<file path="src/core/async_read_regs.svh">
// Field widths, fixed codes and timing counts for the asynchronous read sequencer
`ifndef ASYNC_READ_REGS_SVH
`define ASYNC_READ_REGS_SVH

`define CLK_PERIOD_NS 8
`define SETUP_W 4
`define STROBE_W 6
`define HOLD_W 3
`define TURN_W 2
`define MAX_WAIT_W 8
`define COUNT_W 8
`define ADDR_W 21
`define BANK_W 2
`define DATA_W 16
`define CS_SEL_W 2
`define CS_NUM 4
`define WAIT_UNIT_CYCLES 16
`define WAIT_UNIT_LAST 4'hf
`define WAIT_SETUP_CYCLES 8'h04
`define WAIT_MIN_PULSE_CYCLES 2
`define COUNT_ONE 8'h01
`define COUNT_ZERO 8'h00
`define CS_IDLE 4'hf

`endif

</file>
<file path="src/core/async_read_pkg.sv">
// Types shared by the asynchronous read sequencer
package async_read_pkg;
    typedef enum logic [5:0] {
        ST_IDLE = 6'b000001,
        ST_SETUP = 6'b000010,
        ST_STROBE = 6'b000100,
        ST_EXT = 6'b001000,
        ST_HOLD = 6'b010000,
        ST_TURN = 6'b100000
    } seq_state_t;
endpackage : async_read_pkg

</file>
<file path="src/core/async_memory_read_sequencer.sv">
// Read cycle sequencer for asynchronous SRAM and flash devices
//
// Functional notes
// - Without extended wait a read lasts setup plus strobe plus hold cycles.
// - With extended wait, output enable stays low strobe plus 16 per wait unit.
// - Strobe-select off: chip select falls at setup start, leading output enable.
// - Strobe-select on: chip select and output enable fall and rise together.
// - Strobe-select off: chip select stays low hold cycles after enable rises.
// - Bank and address are valid from setup start.
// - Bank and address stay stable through the hold cycles.
// - Without extended wait output enable is low exactly strobe cycles.
// - Each extended wait unit lengthens the read by 16 cycles.
// - Wait deadline counts nominal strobe cycles, never inserted wait cycles.
// - All phases are timed in whole system clock cycles.
// - Setup, strobe, hold and turnaround counts come from configuration inputs.
// - Extended waiting stops at a programmable limit and flags a timeout.
`timescale 1ns/100ps
`default_nettype none
`include "async_read_regs.svh"
module async_memory_read_sequencer (
    input wire logic clock_in,                                 // System clock, 125 MHz
    input wire logic sys_rst_in,                               // Synchronous reset, active high
    input wire logic read_req_in,                              // Read request, taken when idle
    input wire logic [`ADDR_W-1:0] read_addr_in,               // Read word address
    input wire logic [`BANK_W-1:0] read_bank_in,               // Read bank select
    input wire logic [`CS_SEL_W-1:0] chip_sel_in,              // Which chip select to use
    input wire logic strobe_select_in,                         // Strobe-select mode
    input wire logic extended_wait_enable_in,                  // Honour the wait pin
    input wire logic [`SETUP_W-1:0] read_setup_cycles_in,      // Setup length
    input wire logic [`STROBE_W-1:0] read_strobe_cycles_in,    // Strobe length
    input wire logic [`HOLD_W-1:0] read_hold_cycles_in,        // Hold length
    input wire logic [`TURN_W-1:0] turnaround_cycles_in,       // Turnaround length
    input wire logic [`MAX_WAIT_W-1:0] max_wait_limit_in,      // Wait unit limit
    input wire logic external_wait_input_in,                   // Wait pin, active high
    input wire logic [`DATA_W-1:0] memory_data_bus_in,         // Read data from memory
    output logic [`CS_NUM-1:0] async_chip_select_n_out,        // Chip selects, active low
    output logic output_enable_n_out,                          // Output enable, active low
    output logic [`BANK_W-1:0] bank_select_out,                // Bank select lines
    output logic [`ADDR_W-1:0] addr_out,                       // Address lines
    output logic [`DATA_W-1:0] read_data_out,                  // Captured read data
    output logic read_done_out,                                // Data valid pulse
    output logic read_busy_out,                                // Sequencer busy
    output logic wait_timeout_out,                             // Wait limit hit this read
    output logic [`MAX_WAIT_W-1:0] extended_wait_count_out     // Wait units this read
);
    import async_read_pkg::*;

    // Zero-length setup, strobe and hold phases are stretched to one cycle so each is visible
    function automatic logic [`COUNT_W-1:0] clamp_count(input logic [`COUNT_W-1:0] v);
        clamp_count = (v == `COUNT_ZERO) ? `COUNT_ONE : v;
    endfunction : clamp_count

    seq_state_t state;
    seq_state_t next_state;
    logic [`COUNT_W-1:0] cnt;
    logic [`COUNT_W-1:0] next_cnt;
    logic [3:0] ext_cnt;
    logic [`COUNT_W-1:0] strobe_q;
    logic [`COUNT_W-1:0] hold_q;
    logic [`COUNT_W-1:0] turn_q;
    logic [`MAX_WAIT_W-1:0] max_q;
    logic [`CS_SEL_W-1:0] cs_q;
    logic ss_q;
    logic ew_q;
    logic wait_pending;
    logic wait_level;

    wire take = (state == ST_IDLE) && read_req_in;
    wire last = (cnt == `COUNT_ONE);
    wire unit_end = (state == ST_EXT) && (ext_cnt == `WAIT_UNIT_LAST);
    wire [`MAX_WAIT_W-1:0] ewc_inc = extended_wait_count_out + 8'h01;
    wire wait_more = wait_level && (ewc_inc < max_q);
    wire go_ext = wait_pending && ew_q;
    // Filtered level lags the pin by two cycles, so the arming window closes two cycles later
    wire arm_window = cnt >= (`WAIT_SETUP_CYCLES - `COUNT_W'(`WAIT_MIN_PULSE_CYCLES));
    wire next_ss = take ? strobe_select_in : ss_q;
    wire [`CS_SEL_W-1:0] next_cs = take ? chip_sel_in : cs_q;
    wire next_oe_low = (next_state == ST_STROBE) || (next_state == ST_EXT);
    wire next_frame = (next_state == ST_SETUP) || next_oe_low || (next_state == ST_HOLD);
    wire next_cs_low = next_ss ? next_oe_low : next_frame;
    wire [`CS_NUM-1:0] cs_onehot = `CS_NUM'(1) << next_cs;
    wire capture = ((state == ST_STROBE) || (state == ST_EXT)) && (next_state == ST_HOLD);
    wire [`COUNT_W-1:0] setup_len = clamp_count(`COUNT_W'(read_setup_cycles_in));

    wait_sampler u_wait_sampler (
        .clock_in(clock_in),
        .sys_rst_in(sys_rst_in),
        .raw_in(external_wait_input_in),
        .level_out(wait_level)
    );

    always_comb begin
        next_state = state;
        unique case (state)
            ST_IDLE: begin
                if (take) begin
                    next_state = ST_SETUP;
                end
            end
            ST_SETUP: begin
                if (last) begin
                    next_state = ST_STROBE;
                end
            end
            ST_STROBE: begin
                if (last) begin
                    next_state = go_ext ? ST_EXT : ST_HOLD;
                end
            end
            ST_EXT: begin
                if (unit_end) begin
                    next_state = wait_more ? ST_EXT : ST_HOLD;
                end
            end
            ST_HOLD: begin
                if (last) begin
                    next_state = (turn_q == `COUNT_ZERO) ? ST_IDLE : ST_TURN;
                end
            end
            ST_TURN: begin
                if (last) begin
                    next_state = ST_IDLE;
                end
            end
        endcase
    end

    // Each phase loads its own length on entry; wait units leave cnt frozen
    always_comb begin
        next_cnt = cnt;
        if (take) begin
            next_cnt = setup_len;
        end else if (state != next_state) begin
            unique case (next_state)
                ST_STROBE: next_cnt = strobe_q;
                ST_HOLD: next_cnt = hold_q;
                ST_TURN: next_cnt = turn_q;
                ST_IDLE: next_cnt = `COUNT_ZERO;
                ST_SETUP: next_cnt = setup_len;
                ST_EXT: next_cnt = cnt;
            endcase
        end else if (state != ST_EXT && state != ST_IDLE) begin
            next_cnt = cnt - `COUNT_ONE;
        end
    end

    always_ff @(posedge clock_in) begin
        if (sys_rst_in) begin
            state <= ST_IDLE;
            cnt <= `COUNT_ZERO;
            ext_cnt <= 4'h0;
        end else begin
            state <= next_state;
            cnt <= next_cnt;
            ext_cnt <= (state == ST_EXT) ? ext_cnt + 4'h1 : 4'h0;
        end
    end

    // Configuration is frozen per read so software changes never tear a cycle
    always_ff @(posedge clock_in) begin
        if (sys_rst_in) begin
            strobe_q <= `COUNT_ONE;
            hold_q <= `COUNT_ONE;
            turn_q <= `COUNT_ZERO;
            max_q <= 8'h00;
            cs_q <= 2'h0;
            ss_q <= 1'b0;
            ew_q <= 1'b0;
        end else if (take) begin
            strobe_q <= clamp_count(`COUNT_W'(read_strobe_cycles_in));
            hold_q <= clamp_count(`COUNT_W'(read_hold_cycles_in));
            turn_q <= `COUNT_W'(turnaround_cycles_in);
            max_q <= max_wait_limit_in;
            cs_q <= chip_sel_in;
            ss_q <= strobe_select_in;
            ew_q <= extended_wait_enable_in;
        end
    end

    // Deadline measured on the nominal strobe count only
    always_ff @(posedge clock_in) begin
        if (sys_rst_in) begin
            wait_pending <= 1'b0;
        end else if (state == ST_STROBE && wait_level && arm_window) begin
            wait_pending <= 1'b1;
        end else if (take) begin
            wait_pending <= 1'b0;
        end
    end

    always_ff @(posedge clock_in) begin
        if (sys_rst_in) begin
            extended_wait_count_out <= 8'h00;
            wait_timeout_out <= 1'b0;
        end else if (take) begin
            extended_wait_count_out <= 8'h00;
            wait_timeout_out <= 1'b0;
        end else if (unit_end) begin
            extended_wait_count_out <= ewc_inc;
            wait_timeout_out <= wait_level && !wait_more;
        end
    end

    always_ff @(posedge clock_in) begin
        if (sys_rst_in) begin
            async_chip_select_n_out <= `CS_IDLE;
            output_enable_n_out <= 1'b1;
            read_busy_out <= 1'b0;
        end else begin
            async_chip_select_n_out <= next_cs_low ? ~cs_onehot : `CS_IDLE;
            output_enable_n_out <= !next_oe_low;
            read_busy_out <= (next_state != ST_IDLE);
        end
    end

    // Address stays put until the next read, covering setup and hold edges
    always_ff @(posedge clock_in) begin
        if (sys_rst_in) begin
            addr_out <= `ADDR_W'(0);
            bank_select_out <= 2'h0;
        end else if (take) begin
            addr_out <= read_addr_in;
            bank_select_out <= read_bank_in;
        end
    end

    // Data sampled in the last low cycle of output enable
    always_ff @(posedge clock_in) begin
        if (sys_rst_in) begin
            read_data_out <= 16'h0000;
            read_done_out <= 1'b0;
        end else begin
            read_done_out <= capture;
            if (capture) begin
                read_data_out <= memory_data_bus_in;
            end
        end
    end
endmodule : async_memory_read_sequencer
`default_nettype wire

</file>
<file path="src/core/wait_sampler.sv">
// Filter that accepts a wait level only after two equal samples
`timescale 1ns/100ps
`default_nettype none
module wait_sampler (
    input wire logic clock_in,     // System clock
    input wire logic sys_rst_in,   // Synchronous reset, active high
    input wire logic raw_in,       // Wait pin, active high
    output logic level_out         // Filtered wait level
);
    logic sample;

    // Wait levels last at least two cycles, so a one-cycle glitch is dropped
    always_ff @(posedge clock_in) begin
        if (sys_rst_in) begin
            sample <= 1'b0;
            level_out <= 1'b0;
        end else begin
            sample <= raw_in;
            if (raw_in == sample) begin
                level_out <= sample;
            end
        end
    end
endmodule : wait_sampler
`default_nettype wire

</file>
<file path="config.mk">
export PLATFORM = sky130hd
export DESIGN_NAME = async_memory_read_sequencer
export DESIGN_NICKNAME = d
export VERILOG_FILES = /design/src/core/async_read_pkg.sv /design/src/core/async_memory_read_sequencer.sv /design/src/core/wait_sampler.sv
export VERILOG_INCLUDE_DIRS = /design/src /design/src/core
export SDC_FILE = /design/constraint.sdc
export NUM_CORES = 1
export LEC_CHECK = 0
export BUFFER_PORTS_ARGS = -buffer_cell sky130_fd_sc_hd__buf_2
export CAP_MARGIN = 5
export CORE_UTILIZATION = 53
export DETAILED_ROUTE_END_ITERATION = 10
export HOLD_SLACK_MARGIN = 0.08
export PLACE_DENSITY = 0.79
export SLEW_MARGIN = 20
export SYNTH_ARGS = -nofsm -noshare
export SYNTH_HDL_FRONTEND = slang
export SYNTH_SLANG_ARGS = --single-unit
</file>
<file path="constraint.sdc">
create_clock -name clock_in -period 9.45 [get_ports clock_in]
set_input_delay 1.89 -clock clock_in [delete_from_list [all_inputs] [get_ports clock_in]]
set_output_delay 1.89 -clock clock_in [all_outputs]
set_load 0.005 [all_outputs]
</file>
==> impl_metrics.csv <==
group,metric,value,unit
outcome,status,"complete, no violations",
die,die_area,9230,sq um
yosys,synth-edff-count,0,
global_route,grt_max_degree,92,
yosys,yosysTopAreaCell,"dfxtp_1",
placement,dp.cells,762,
min_path,worstHoldEndpoint,"addr_out[11]$_SDFFE_PP0P_",
yosys,synth-seq-area-share,42.3,%
critical_path,end_kind,"flip-flop",
timing,setup_tns,0,ps
placement,placed_area,5280,sq um
timing,worst_pin_slew,1030,ps
yosys,ys_async_sr_fraction,0,%
die,start_util,55.9,%
run,maxCapViolCount,0,
timing,hold_viol,0,
critical_path,crit_chain,"nand3_1 -> nor2_1 -> nand3_1 -> xnor2_1 -> ha_1 -> and3_1 -> o211ai_1 -> o2111a_1 -> nor3_1 -> and4b_1 -> a211oi_4 -> and3_1 -> a211o_1",
routing,viasPerCell,5.44,
timing,drv_slew,0,
global_route,antenna_found_initial,0,
cells_and_area,antenna_cells,0,
routing,drc,0,
min_path,hp-class,"flip-flop to flip-flop",
critical_path,worstSetupPathType,"flip-flop to flip-flop",
clock_tree,cts_buffers,9,
power,powerDensity,173,nW/um^2
clock_tree,clkSinkCount,99,
placement,dp.final_hpwl,7530,um
clock_tree,clock_tree.buffer_depth,2,
routing,drt_iter0_drc,307,
power,leakage,2.27,nW
yosys,synth_warnings,0,
clock_tree,cts.repair.resized,0,
clock_tree,clk_latency,360,ps
die,io_pins,125,
die,fp.dieW,96.1,um
min_path,min_path_cells,2,
routing,wl_per_cell,13.8,um
routing,drt_wl_total,10700,um
yosys,synth_nets,648,
cells_and_area,final_cell_count_no_fill,778,
critical_path,worstSetupStartpoint,"extended_wait_count_out[0]$_SDFFE_PP0P_",
timing,fin_skew,15.0,ps
critical_path,path_buf_inv,0,
global_route,grt_pass1_vias,3997,
yosys,netlist.area_leader.share,42.3,%
cells_and_area,finish.instance_area,5470,sq um
clock_tree,holdBufCountCts,0,
timing,max_slew_margin,31.3,%
critical_path,cpMaxStageDelayCell,"nor3_1",
yosys,yosys_register_bits,99,
cells_and_area,final_nets,750,
power,p_total,0.000949,W
clock_tree,cts_tree,"yes",
critical_path,crit_family,"simple AND/OR/NAND/NOR gates",
die,die_h,96.1,um
timing,fin_crit,3870,ps
timing,rsz0062_at_grt,"false",
critical_path,crit_arrival,4120,ps
min_path,hold_path.startpoint,"addr_out[11]$_SDFFE_PP0P_",
critical_path,critPathMaxFanout,6,
yosys,synthFlopType,"dfxtp_1",
placement,port_buffers,124,
global_route,grt.overflow.total,0,
yosys,synth_common_cells,"nand2_1, dfxtp_1, a21oi_1",
global_route,grt_pass1_wl,17700,um
critical_path,r2r_slack,5580,ps
critical_path,critical-path-max-stage-delay,460,ps
critical_path,crit_path_start_kind,"flip-flop",
clock_tree,path_clk_slew,110,ps
power,peakVddDrop,95.2,uV
die,core,8380,sq um
yosys,synth.area.top_cells,"dfxtp_1, nand2_1, a21oi_1",
critical_path,reg2reg_from,"extended_wait_count_out[0]$_SDFFE_PP0P_",
placement,place_congestion,0.869,
routing,detail_route.first_pass.iterations,4,
critical_path,cp_data_required_time,9700,ps
cells_and_area,area_growth,16.7,%
yosys,postSynthCellCount,566,
die,num_rows,33,
clock_tree,clockRootBuffer,"clkbuf_8",
clock_tree,htree_levels,3,
cells_and_area,drive_gt1_share,25.1,%
routing,vias,4234,
clock_tree,post-cts-setup-buffers,0,
timing,setup_viol,0,
yosys,avgSynthCellArea,8.28,sq um
yosys,syn_area,4690,sq um
critical_path,r2r-end,"cnt[0]$_SDFFE_PP0P_",
yosys,yosysUniqueCellTypes,71,
global_route,grt_use_total,24.4,%
yosys,synth.most_common_cell,"nand2_1",
timing,timing.final.crit_share,41.0,%
cells_and_area,final_core_util,65.3,%
timing,max_freq,0.258,GHz
critical_path,reg2regPathDepth,13,
routing,ant_nets,0,
==> kinds of logic (layout without fill, tap and decap cells) <==
kind of cell    after synthesis  in the layout  share of synthesized area (%)
buf+inv                      45            152                           4.54
simple gates                258            258                           26.4
compound gates              119            119                           16.9
flops                        99             99                           42.3
fa+ha+maj                    12             12                           3.20
mux                          18             18                           3.84
xor+xnor                     15             15                           2.80
==> metal layers <==
metal | share of wire, % | routed length, um | track usage [%] | vias up
li1 | - | - | - | 2148
met1 | 44 | 4700 | 29.8 | 1950
met2 | 48 | 5160 | 41.7 | 121
met3 | 6.5 | 700 | 6.24 | 15
met4 | 1.4 | 152 | 7.71 | 0
met5 | 0 | 0 | 0 | -
==> worst min-delay path, cell delays in order, from the launching register on <==
cell	delay, ps
dfxtp_1	320
nand2_1	50
a21oi_1	50
==> placed cells by master, fill, tap and decap left out, drive strengths merged, types with 7 or more instances in the layout <==
cell type,n
buf,125
nand2,123
dfxtp,99
a21oi,65
nor2,51
mux2i,18
nor3,18
nand3,16
inv,15
o21ai,13
ha,12
xor2,10
clkbuf,10
nand3b,8
nor4,7
==> per-stage QoR <==
step / hold WS (ps) / worst slack (ps)
floorplan: 427 / 6120
global placement: 440 / 5310
detailed placement: 446 / 5220
CTS: 460 / 5580
global route: 483 / 5360
finish: 459 / 5580
==> final cells by class <==
| type | instances | area, sq um |
|---|---|---|
| Clock inverter | 6 | 53.8 |
| Timing Repair Buffer | 125 | 628 |
| Fill cell | 738 | 2910 |
| Sequential cell | 99 | 1980 |
| Tap cell | 105 | 131 |
| Multi-Input combinational cell | 422 | 2510 |
| Inverter | 11 | 41.3 |
| Clock buffer | 10 | 128 |
==> state kept, by name, summed over array words and instances, names as in the netlist, 2 cells and up <==
name	count
cnt	8
bank_select_out	2
read_data_out	16
hold_q	3
async_chip_select_n_out	4
ext_cnt	4
extended_wait_count_out	8
turn_q	2
strobe_q	6
addr_out	21
cs_q	2
state	6
max_q	8
==> worst max path at each step <==
stage / end / cells past startpoint
6_report: cnt[0]$_SDFFE_PP0P_ / 13
5_1_grt: cnt[0]$_SDFFE_PP0P_ / 13
4_1_cts: read_data_out[12]$_SDFFE_PP0P_ / 12
3_5_place_dp: cnt[6]$_SDFFE_PP0P_ / 6
3_3_place_gp: cnt[6]$_SDFFE_PP0P_ / 6
2_1_floorplan: cnt[6]$_SDFFE_PP0P_ / 13
==> report_power, final <==
| group | total [W] | leakage (nW) | switching, W | internal, W |
|---|---|---|---|---|
| sequential | 0.000477 | 0.807 | 0.0000296 | 0.000447 |
| combinational | 0.000214 | 1.37 | 0.000125 | 0.0000881 |
| clock | 0.000259 | 0.0898 | 0.000157 | 0.000101 |
| total | 0.000949 | 2.27 | 0.000313 | 0.000637 |
Note: power is estimated with default switching activity, not from simulation.
